===== src/lra_regs.svh =====
// Constants for the loop response analysis correlator
`ifndef LRA_REGS_SVH
`define LRA_REGS_SVH
`define LRA_TABLE_BITS 8
`define LRA_FRAC_BITS 16
`define LRA_SAMPLE_BITS 12
`define LRA_AMP_BITS 12
`define LRA_ACC_BITS 56
`define LRA_COUNT_BITS 24
`define LRA_QUARTER 8'h40
`endif


===== src/lra_pkg.sv =====
// Types for the loop response analysis correlator
package lra_pkg;
	typedef enum logic [1:0] {
		LRA_IDLE = 2'b00,
		LRA_RUN = 2'b01,
		LRA_DONE = 2'b11
	} lra_state_t;
endpackage


===== src/lra_correlator.sv =====
// Sine excitation generator and response correlator
//
// Summary of operation
// - One sine period held in read-only table
// - Step is table length times frequency ratio
// - Each tick adds step, looks up sample
// - Index wraps by dropping overflow bits
// - Fractional phase kept, integer part addresses
// - Quadrature read at quarter-table offset
// - Multiply response by cos, sin; accumulate
// - Same sequences serve injection and reference
// - Interval length cycles times rate over frequency
// - Inject at filter output, sample error converter
// - Two result words kept after interval
`include "lra_regs.svh"
module lra_correlator #(
	parameter int TBITS = `LRA_TABLE_BITS,
	parameter int FBITS = `LRA_FRAC_BITS,
	parameter int SBITS = `LRA_SAMPLE_BITS,
	parameter int ABITS = `LRA_AMP_BITS,
	parameter int CBITS = `LRA_COUNT_BITS,
	parameter int ACCB = `LRA_ACC_BITS
) (
	input wire logic clk,
	input wire logic nrst,
	input wire logic sample_tick,
	input wire logic start,
	input wire logic enable,
	input wire logic [TBITS+FBITS-1:0] phase_step,
	input wire logic [CBITS-1:0] interval_len,
	input wire logic [ABITS-1:0] amplitude,
	input wire logic signed [SBITS-1:0] filter_out,
	input wire logic signed [SBITS-1:0] error_adc,
	output logic signed [SBITS-1:0] drive_out_reg,
	output logic signed [ACCB-1:0] real_result_reg,
	output logic signed [ACCB-1:0] imag_result_reg,
	output logic busy_reg,
	output logic done_reg
);
	localparam int PBITS = TBITS + FBITS;
	localparam int PRODB = SBITS + ABITS;
	localparam int EXB = ABITS + ABITS + 1;

	lra_pkg::lra_state_t state_reg;
	logic [PBITS-1:0] phase_reg;
	logic [CBITS-1:0] count_reg;
	logic signed [ACCB-1:0] acc_re_reg;
	logic signed [ACCB-1:0] acc_im_reg;
	logic tick_d_reg;
	logic first_reg;
	logic [TBITS-1:0] sin_addr;
	logic [TBITS-1:0] cos_addr;
	logic signed [ABITS-1:0] sin_val;
	logic signed [ABITS-1:0] cos_val;
	logic signed [ABITS+ABITS:0] exc_scaled;
	logic signed [SBITS:0] drive_sum;
	logic signed [SBITS-1:0] drive_next;
	logic signed [PRODB-1:0] prod_re;
	logic signed [PRODB-1:0] prod_im;

	// ==========================================================
	// Phase accumulator
	// ==========================================================
	// Step is computed by host as N_table*F_meas/F_s in fixed point
	always_ff @(posedge clk or negedge nrst) begin
		if (!nrst) begin
			phase_reg <= '0;
		end else if (start) begin
			phase_reg <= '0;
		end else if (sample_tick && state_reg == lra_pkg::LRA_RUN) begin
			phase_reg <= phase_reg + phase_step;
		end
	end

	// Integer part only; truncation of the fraction
	assign sin_addr = phase_reg[PBITS-1:FBITS];
	assign cos_addr = sin_addr + TBITS'(`LRA_QUARTER);

	// One table feeds both injection and correlation
	lra_sine_rom #(
		.ABITS(TBITS),
		.DBITS(ABITS)
	) u_rom (
		.clk(clk),
		.addr_a(sin_addr),
		.addr_b(cos_addr),
		.data_a(sin_val),
		.data_b(cos_val)
	);

	// ==========================================================
	// Excitation injection
	// ==========================================================
	assign exc_scaled = EXB'(sin_val) * EXB'($signed({1'b0, amplitude}));
	assign drive_sum = (SBITS+1)'(filter_out) + (SBITS+1)'($signed(exc_scaled[ABITS+ABITS-1:ABITS+ABITS-SBITS]));

	// Saturate so the injected sum never wraps
	always_comb begin
		if (state_reg != lra_pkg::LRA_RUN) begin
			drive_next = filter_out;
		end else if (drive_sum[SBITS] != drive_sum[SBITS-1]) begin
			drive_next = drive_sum[SBITS] ? {1'b1, {(SBITS-1){1'b0}}} : {1'b0, {(SBITS-1){1'b1}}};
		end else begin
			drive_next = drive_sum[SBITS-1:0];
		end
	end

	always_ff @(posedge clk or negedge nrst) begin
		if (!nrst) begin
			drive_out_reg <= '0;
		end else begin
			drive_out_reg <= drive_next;
		end
	end

	// ==========================================================
	// Correlation
	// ==========================================================
	// Products use table values, independent of amplitude setting
	assign prod_re = PRODB'(error_adc) * PRODB'(cos_val);
	assign prod_im = PRODB'(error_adc) * PRODB'(sin_val);

	// ROM is registered, so accumulate one clock after the tick
	always_ff @(posedge clk or negedge nrst) begin
		if (!nrst) begin
			tick_d_reg <= 1'b0;
		end else begin
			tick_d_reg <= sample_tick && state_reg == lra_pkg::LRA_RUN;
		end
	end

	always_ff @(posedge clk or negedge nrst) begin
		if (!nrst) begin
			acc_re_reg <= '0;
			acc_im_reg <= '0;
		end else if (start) begin
			acc_re_reg <= '0;
			acc_im_reg <= '0;
		end else if (tick_d_reg && first_reg) begin
			acc_re_reg <= ACCB'(prod_re);
			acc_im_reg <= ACCB'(prod_im);
		end else if (tick_d_reg) begin
			acc_re_reg <= acc_re_reg + ACCB'(prod_re);
			acc_im_reg <= acc_im_reg + ACCB'(prod_im);
		end
	end

	// First product after start; the table lags the phase by a tick
	always_ff @(posedge clk or negedge nrst) begin
		if (!nrst) begin
			first_reg <= 1'b0;
		end else if (start) begin
			first_reg <= 1'b1;
		end else if (tick_d_reg) begin
			first_reg <= 1'b0;
		end
	end

	// ==========================================================
	// Interval control
	// ==========================================================
	// Interval length = round(k*Fs/F_meas), precomputed by host
	always_ff @(posedge clk or negedge nrst) begin
		if (!nrst) begin
			state_reg <= lra_pkg::LRA_IDLE;
			count_reg <= '0;
		end else if (start) begin
			// Refused start must not fall back into a stale done state
			state_reg <= enable ? lra_pkg::LRA_RUN : lra_pkg::LRA_IDLE;
			count_reg <= '0;
		end else begin
			case (state_reg)
				lra_pkg::LRA_IDLE: begin
					state_reg <= lra_pkg::LRA_IDLE;
				end
				lra_pkg::LRA_RUN: begin
					if (!enable) begin
						state_reg <= lra_pkg::LRA_IDLE;
					end else if (sample_tick) begin
						count_reg <= count_reg + CBITS'(1);
						if (count_reg + CBITS'(1) >= interval_len) begin
							state_reg <= lra_pkg::LRA_DONE;
						end
					end
				end
				lra_pkg::LRA_DONE: begin
					state_reg <= lra_pkg::LRA_DONE;
				end
				default: begin
					state_reg <= lra_pkg::LRA_IDLE;
				end
			endcase
		end
	end

	// Results latched once the last product has been summed
	always_ff @(posedge clk or negedge nrst) begin
		if (!nrst) begin
			real_result_reg <= '0;
			imag_result_reg <= '0;
			done_reg <= 1'b0;
		end else if (start) begin
			real_result_reg <= '0;
			imag_result_reg <= '0;
			done_reg <= 1'b0;
		end else if (state_reg == lra_pkg::LRA_DONE && !done_reg && !tick_d_reg) begin
			real_result_reg <= acc_re_reg;
			imag_result_reg <= acc_im_reg;
			done_reg <= 1'b1;
		end
	end

	always_ff @(posedge clk or negedge nrst) begin
		if (!nrst) begin
			busy_reg <= 1'b0;
		end else begin
			busy_reg <= state_reg == lra_pkg::LRA_RUN;
		end
	end
endmodule


===== src/lra_sine_rom.sv =====
// One-period sine lookup table, two read ports
`include "lra_regs.svh"
module lra_sine_rom #(
	parameter int ABITS = `LRA_TABLE_BITS,
	parameter int DBITS = `LRA_AMP_BITS
) (
	input wire logic clk,
	input wire logic [ABITS-1:0] addr_a,
	input wire logic [ABITS-1:0] addr_b,
	output logic signed [DBITS-1:0] data_a,
	output logic signed [DBITS-1:0] data_b
);
	localparam int DEPTH = 1 << ABITS;
	localparam real PI = 3.14159265358979;
	logic signed [DBITS-1:0] rom [DEPTH];
	// Constant contents built at elaboration
	genvar i;
	generate
		for (i = 0; i < DEPTH; i++) begin : g_tab
			assign rom[i] = DBITS'($rtoi($sin(2.0 * PI * i / DEPTH) * ((1 << (DBITS - 1)) - 1)));
		end
	endgenerate
	always_ff @(posedge clk) begin
		data_a <= rom[addr_a];
		data_b <= rom[addr_b];
	end
endmodule


===== config.mk =====
export PLATFORM = sky130hd
export DESIGN_NAME = lra_correlator
export DESIGN_NICKNAME = d
export VERILOG_FILES = /design/src/lra_pkg.sv /design/src/lra_correlator.sv /design/src/lra_sine_rom.sv
export VERILOG_INCLUDE_DIRS = /design/src
export SDC_FILE = /design/constraint.sdc
export NUM_CORES = 2
export LEC_CHECK = 0
export ABC_CLOCK_PERIOD_IN_PS = 19100
export BUFFER_PORTS_ARGS = -buffer_cell sky130_fd_sc_hd__buf_2
export CORE_ASPECT_RATIO = 1.75
export CORE_MARGIN = 5
export CORE_UTILIZATION = 45
export CTS_CLUSTER_DIAMETER = 200
export DETAILED_ROUTE_END_ITERATION = 10
export GPL_TIMING_DRIVEN = 0
export PLACE_DENSITY = 0.74
export SLEW_MARGIN = 15
export SYNTH_ARGS = -nofsm -noshare
export SYNTH_HDL_FRONTEND = slang
export SYNTH_SLANG_ARGS = --single-unit

===== constraint.sdc =====
create_clock -name clk -period 19.1 [get_ports clk]
set_input_delay 3.82 -clock clk [delete_from_list [all_inputs] [get_ports clk]]
set_output_delay 3.82 -clock clk [all_outputs]
set_load 0.02 [all_outputs]

# Word-level counts from Yosys, hierarchy flattened
# Memory sizes are Yosys's and may differ from the RTL's. A register that Yosys moved wholly into a read port is not among the register bits.
# Index checks and enable logic that the tools add are counted.
[totals]
regBits = 290
romBits = 6144
inputBits = 89
output_inout_bits = 126
wordCells = 76
memories = 2
[memory_table]
columns = ["memory", "depth", "width", "rd", "rd_ports_with_merged_regs", "write_ports", "line_no", "rtl"]
rows = [
  ["(no name shown)", 256, 12, 1, 1, 0, "lra_sine_rom.sv:24", "data_a <= rom[addr_a];"],
  ["(no name shown)", 256, 12, 1, 1, 0, "lra_sine_rom.sv:25", "data_b <= rom[addr_b];"],
]
[classes]
add_sub_neg = 6
mul = 3
order_cmp = 1
eq_ne = 6
n_mux = 29
n_bitwise = 2
reduce_logical = 15
[op_table]
columns = ["cell", "count"]
rows = [
  ["56-bit two-way mux", 10],
  ["24-bit two-way mux", 6],
  ["56-bit by 24-bit adder with 56-bit output", 2],
  ["12-bit by 12-bit multiplier with 24-bit output", 2],
  ["12-bit two-way mux", 3],
  ["24-bit by 1-bit adder with 24-bit output (second input constant)", 1],
  ["24-bit adder", 1],
  ["24-bit greater-or-equal comparator", 1],
  ["12-bit by 13-bit multiplier with 24-bit output", 1],
  ["8-bit NOT with 9-bit output", 2],
  ["12-bit by 12-bit adder with 13-bit output", 1],
  ["2-bit nonzero test", 6],
  ["8-bit by 7-bit adder with 8-bit output (second input constant)", 1],
  ["2-bit two-way mux", 4],
  ["1-bit two-way mux", 5],
  ["1-bit logical AND", 4],
  ["4-bit by 3-bit != test with 1-bit output (second input constant)", 1],
  ["4-bit != test (second input constant)", 1],
  ["2-bit one-hot mux with 2 select lines", 1],
  ["3-bit AND reduction", 1],
  ["3-bit nonzero test", 1],
  ["2-bit by 1-bit == test with 1-bit output (second input constant)", 1],
  ["2-bit == test (second input constant)", 1],
  ["1-bit zero test", 2],
  ["other kinds (3)", 3],
]

# Logic depth before layout (Yosys ltp)
[depth]
depth_word = 7
ltp_mapped = 36
mapped_depth_nobuf = 34

# Modules after synthesis
# From an unflattened synthesis, not the netlist that was laid out.
[hier_totals]
hier_cells = 5369
area_unflattened_um2 = 42766.0
[modules_own_cells]
columns = ["mod", "instances", "cells_each", "area_per_inst_um2", "seq_area_each_um2"]
rows = [
  ["lra_correlator", 1, 4239, 35612.9, 7257.0],
  ["lra_sine_rom", 1, 1130, 7153.1, 480.5],
]

# Worst setup path before layout
# No wires, ideal clock.
[synth_path]
kind = "input-to-reg"
startpoint = "in error_adc[11]"
endpoint = "reg acc_re_reg[53]"
setup_ps = 77
arrival_ps = 12295
required_ps = 19023
setup_slack_ps = 6728
cell_stages = 33
path_buffers = 2
cell_sequence = "clkbuf_1 -> nand2_1 -> inv_1 -> fa_1 -> inv_1 -> fa_1 -> fa_1 -> inv_1 -> fa_1 -> inv_1 -> fa_1 -> inv_1 -> ha_1 -> and3_1 -> and2_1 -> a211oi_1 -> o31a_1 -> o311ai_1 -> a21oi_1 -> xnor2_1 -> ha_1 -> clkbuf_1 -> a21oi_1 -> o211ai_1 -> a211oi_1 -> o21ai_0 -> a221o_1 -> a21oi_1 -> o21ai_1 -> a41oi_1 -> xnor2_1 -> nor2_1 -> o21ai_1"
[synth_between]
elab_chain_len = 5
[synth_rtl]
columns = ["item", "line_no", "rtl"]
rows = [
  ["start: declaration", "lra_correlator.sv:33", "input wire logic signed [SBITS-1:0] error_adc,"],
  ["12-bit by 12-bit multiplier with 24-bit output *", "lra_correlator.sv:120", "assign prod_re = PRODB'(error_adc) * PRODB'(cos_val);"],
  ["56-bit by 24-bit adder with 56-bit output", "lra_correlator.sv:143", "acc_re_reg <= acc_re_reg + ACCB'(prod_re);"],
  ["56-bit two-way mux", "lra_correlator.sv:142", "end else if (tick_d_reg) begin"],
  ["56-bit two-way mux *", "lra_correlator.sv:139", "end else if (tick_d_reg && first_reg) begin"],
  ["56-bit two-way mux *", "lra_correlator.sv:136", "end else if (start) begin"],
  ["end signal: assignment", "lra_correlator.sv:140", "acc_re_reg <= ACCB'(prod_re);"],
  ["end signal: assignment", "lra_correlator.sv:143", ""],
  ["end: declaration", "lra_correlator.sv:47", "logic signed [ACCB-1:0] acc_re_reg;"],
]
# Every way passes the cells marked *; elsewhere a longest branch is shown, timed or not. The select of a mux whose other input is x is not followed.
# A chain may end at the register's enable or synchronous reset.

# Final worst setup path
[layout_path]
startpoint = "in error_adc[11]"
endpoint = "reg acc_im_reg[50]"
[layout_between]
elab_chain_len = 5
[layout_rtl]
columns = ["item", "line_no", "rtl"]
rows = [
  ["12-bit by 12-bit multiplier with 24-bit output *", "lra_correlator.sv:121", "assign prod_im = PRODB'(error_adc) * PRODB'(sin_val);"],
  ["56-bit by 24-bit adder with 56-bit output", "lra_correlator.sv:144", "acc_im_reg <= acc_im_reg + ACCB'(prod_im);"],
  ["56-bit two-way mux", "lra_correlator.sv:142", ""],
  ["56-bit two-way mux *", "lra_correlator.sv:139", ""],
  ["56-bit two-way mux *", "lra_correlator.sv:136", ""],
  ["end signal: assignment", "lra_correlator.sv:141", "acc_im_reg <= ACCB'(prod_im);"],
  ["end signal: assignment", "lra_correlator.sv:144", ""],
  ["end: declaration", "lra_correlator.sv:48", "logic signed [ACCB-1:0] acc_im_reg;"],
]
# Marked as above.

==> flow_summary.toml <==
[outcome]
outcome = "finished clean"

[critical_path]
required_ns = 19.61
end_kind = "register"
cpMaxStageDelayCell = "fa_1"
start_kind = "input pin"
crit_top_cell = "fa_1"
critical-path-max-stage-delay_ns = 0.61
worstSetupPathType = "input pin to register"
crit_arrival_ns = 13.33
cp_max_fo = 39

[global_route]
grt_remaining_overflow = 0
grt_max_degree = 93
use_met2 = 0.525
grt-busiest-layer = "met2"
grt_pass1_vias = 37800
grt_pass1_wl_um = 214000
antenna_found_initial = 5
use_met1 = 0.324
gr-usage-all-layers = 0.297
grtUsageMet3 = 0.0393

[placed_design]
port_buffers = 213
dp.cells = 6185
place.gp.congestion = 1.05
post-dp-hpwl_um = 112000
place_area_sq_um = 41600

[synth]
synth_seq_cells = 314
ys_types = 79
synthCells = 4813
synthTopCellsByCount = "nand2_1, inv_1, a21oi_1, fa_1, ha_1"
syn_area_per_cell_sq_um = 8.09
async_reset_ff_frac = 0.924
syn_area_sq_um = 39000
synth.net_count = 5644
synth_top_area_frac = 0.196
ys_top_cells_by_area = "fa_1, dfrtp_1, ha_1"
synth-edff-count = 0
ys.flop_type = "dfrtp_1"
yosysWarnings = 0
yosys.area.top_type = "fa_1"
yosysMostFrequentCell = "nand2_1"
seq_area_frac_synth = 0.199

[cells_and_area]
regArea_sq_um = 7740
nets = 5897
multiInputGateArea_sq_um = 28200
final_area_sq_um = 42700
nFillCells = 8298
syn_to_final_growth_pct = 9.57
layoutNonFillerInstCount = 6244
drive_gt1_frac = 0.0595

[clocking]
clk_pin_slew_ns = 0.08
clockBufferDepth = 3
root_buffer = "clkbuf_16"
cts_setup_buffers = 0
insertion_delay_ns = 0.63
cts_tree = "done"
cts_buffers = 31
cts_resized = 0
holdBufCountCts = 0
htree_levels = 1
clock_sinks = 314

[timing]
tns_ns = 0
tightestPinTransition_ns = 1.15
final_hold_viol_count = 0
rsz0062_at_grt = "false"
fin_crit_sh = 0.671
maxSlewHeadroom = 0.225
clock-skew-final_ns = 0.0215
fmax_mhz = 78.0
drv_slew = 0
setup_viol = 0
finalCriticalPeriod_ns = 12.82

[route]
ant_nets = 0
drt_iter0_markers = 2557
wl_per_cell_um = 22.4
drt-pass1-iter-count = 6
routed_wl_um = 140000
routed_via_density = 5.79
via_count = 36200
drc = 0

[die]
io-pin-count = 215
die_x_um = 232
design.core.area_sq_um = 85800
die_y_um = 399
fp-row-count = 142
die-area_sq_um = 92800
initial_core_util = 0.454

[worst_hold_path]
min_path_type = "register to register"

[flow_run]
max_cap_violations = 0
## worst paths after layout
path                       cells past startpoint  slack [ns]                 end       startpoint
max                                           30        6.28      acc_im_reg[50]    error_adc[11]
min                                            2        0.51      acc_im_reg[45]   acc_im_reg[45]
max reg2reg                                   31        9.01      acc_im_reg[50]  u_rom.data_a[6]
min reg2reg                                    2        0.51      acc_im_reg[45]   acc_im_reg[45]
max in group asynchronous                      4       14.43      acc_re_reg[34]             nrst
min in group asynchronous                      1        3.02  imag_result_reg[7]             nrst
## area by class of cell
class | count | share of cell area
Antenna cell | 2 | 0.000117
Buffer | 261 | 0.0230
Clock buffer | 42 | 0.0215
Clock inverter | 15 | 0.00355
Inverter | 538 | 0.0473
Multi-Input combinational cell | 3700 | 0.661
Sequential cell | 314 | 0.181
Tap cell | 1152 | 0.0338
Timing Repair Buffer | 220 | 0.0281
## placed cells by master, fill, tap and decap left out, types with 24 or more instances in the layout
cell type  instances
nand2_1          837
inv_1            531
a21oi_1          414
fa_1             381
ha_1             361
nor2_1           319
dfrtp_1          290
o21ai_0          256
clkbuf_1         246
buf_2            213
and2_1           137
xnor2_1          133
xor2_1            88
a21o_1            83
nor3_1            64
nand3_1           62
a211oi_1          48
nand2b_1          44
o21a_1            34
clkbuf_16         33
a31oi_1           32
o211ai_1          31
and3_1            31
o21ai_1           31
o21bai_1          30
nor2b_1           26
dfxtp_1           24
## kinds of logic after synthesis
family                     share of synthesized area
xor gates and xnor gates                      0.0499
muxes                                        0.00935
adders and majority gates                      0.312
AOI/OAI and AO/OA                              0.177
DFF                                            0.199
and+or+nand+nor                                0.176
buffers and inverters                         0.0770
## metrics by stage
stage                      util  hold slack, ns  setup slack, ns
after detailed placement  0.485           0.493             5.70
after global placement    0.483           0.486             4.13
after global routing      0.497           0.542             5.76
final                     0.497           0.511             6.28
after floorplan               -           0.467             6.73
after CTS                 0.497           0.507             6.30
## metal layers
metal / routed length, um / part of all wire
met1: 49200 / 0.35
met2: 69100 / 0.49
met3: 8500 / 0.061
met4: 13100 / 0.093
met5: 23 / 0.00016
## worst max-delay path, delay by kind of cell
family                     cells  cell delay [ns]
xor gates and xnor gates       2             0.66
adders and majority gates      7             3.32
AOI/OAI and AO/OA             11             2.69
and+or+nand+nor                5             1.11
buffers and inverters          5             1.73
Power is left out: the tool's default activity adds up to more than one toggle a clock period on the data nets, which glitch-free logic cannot reach.
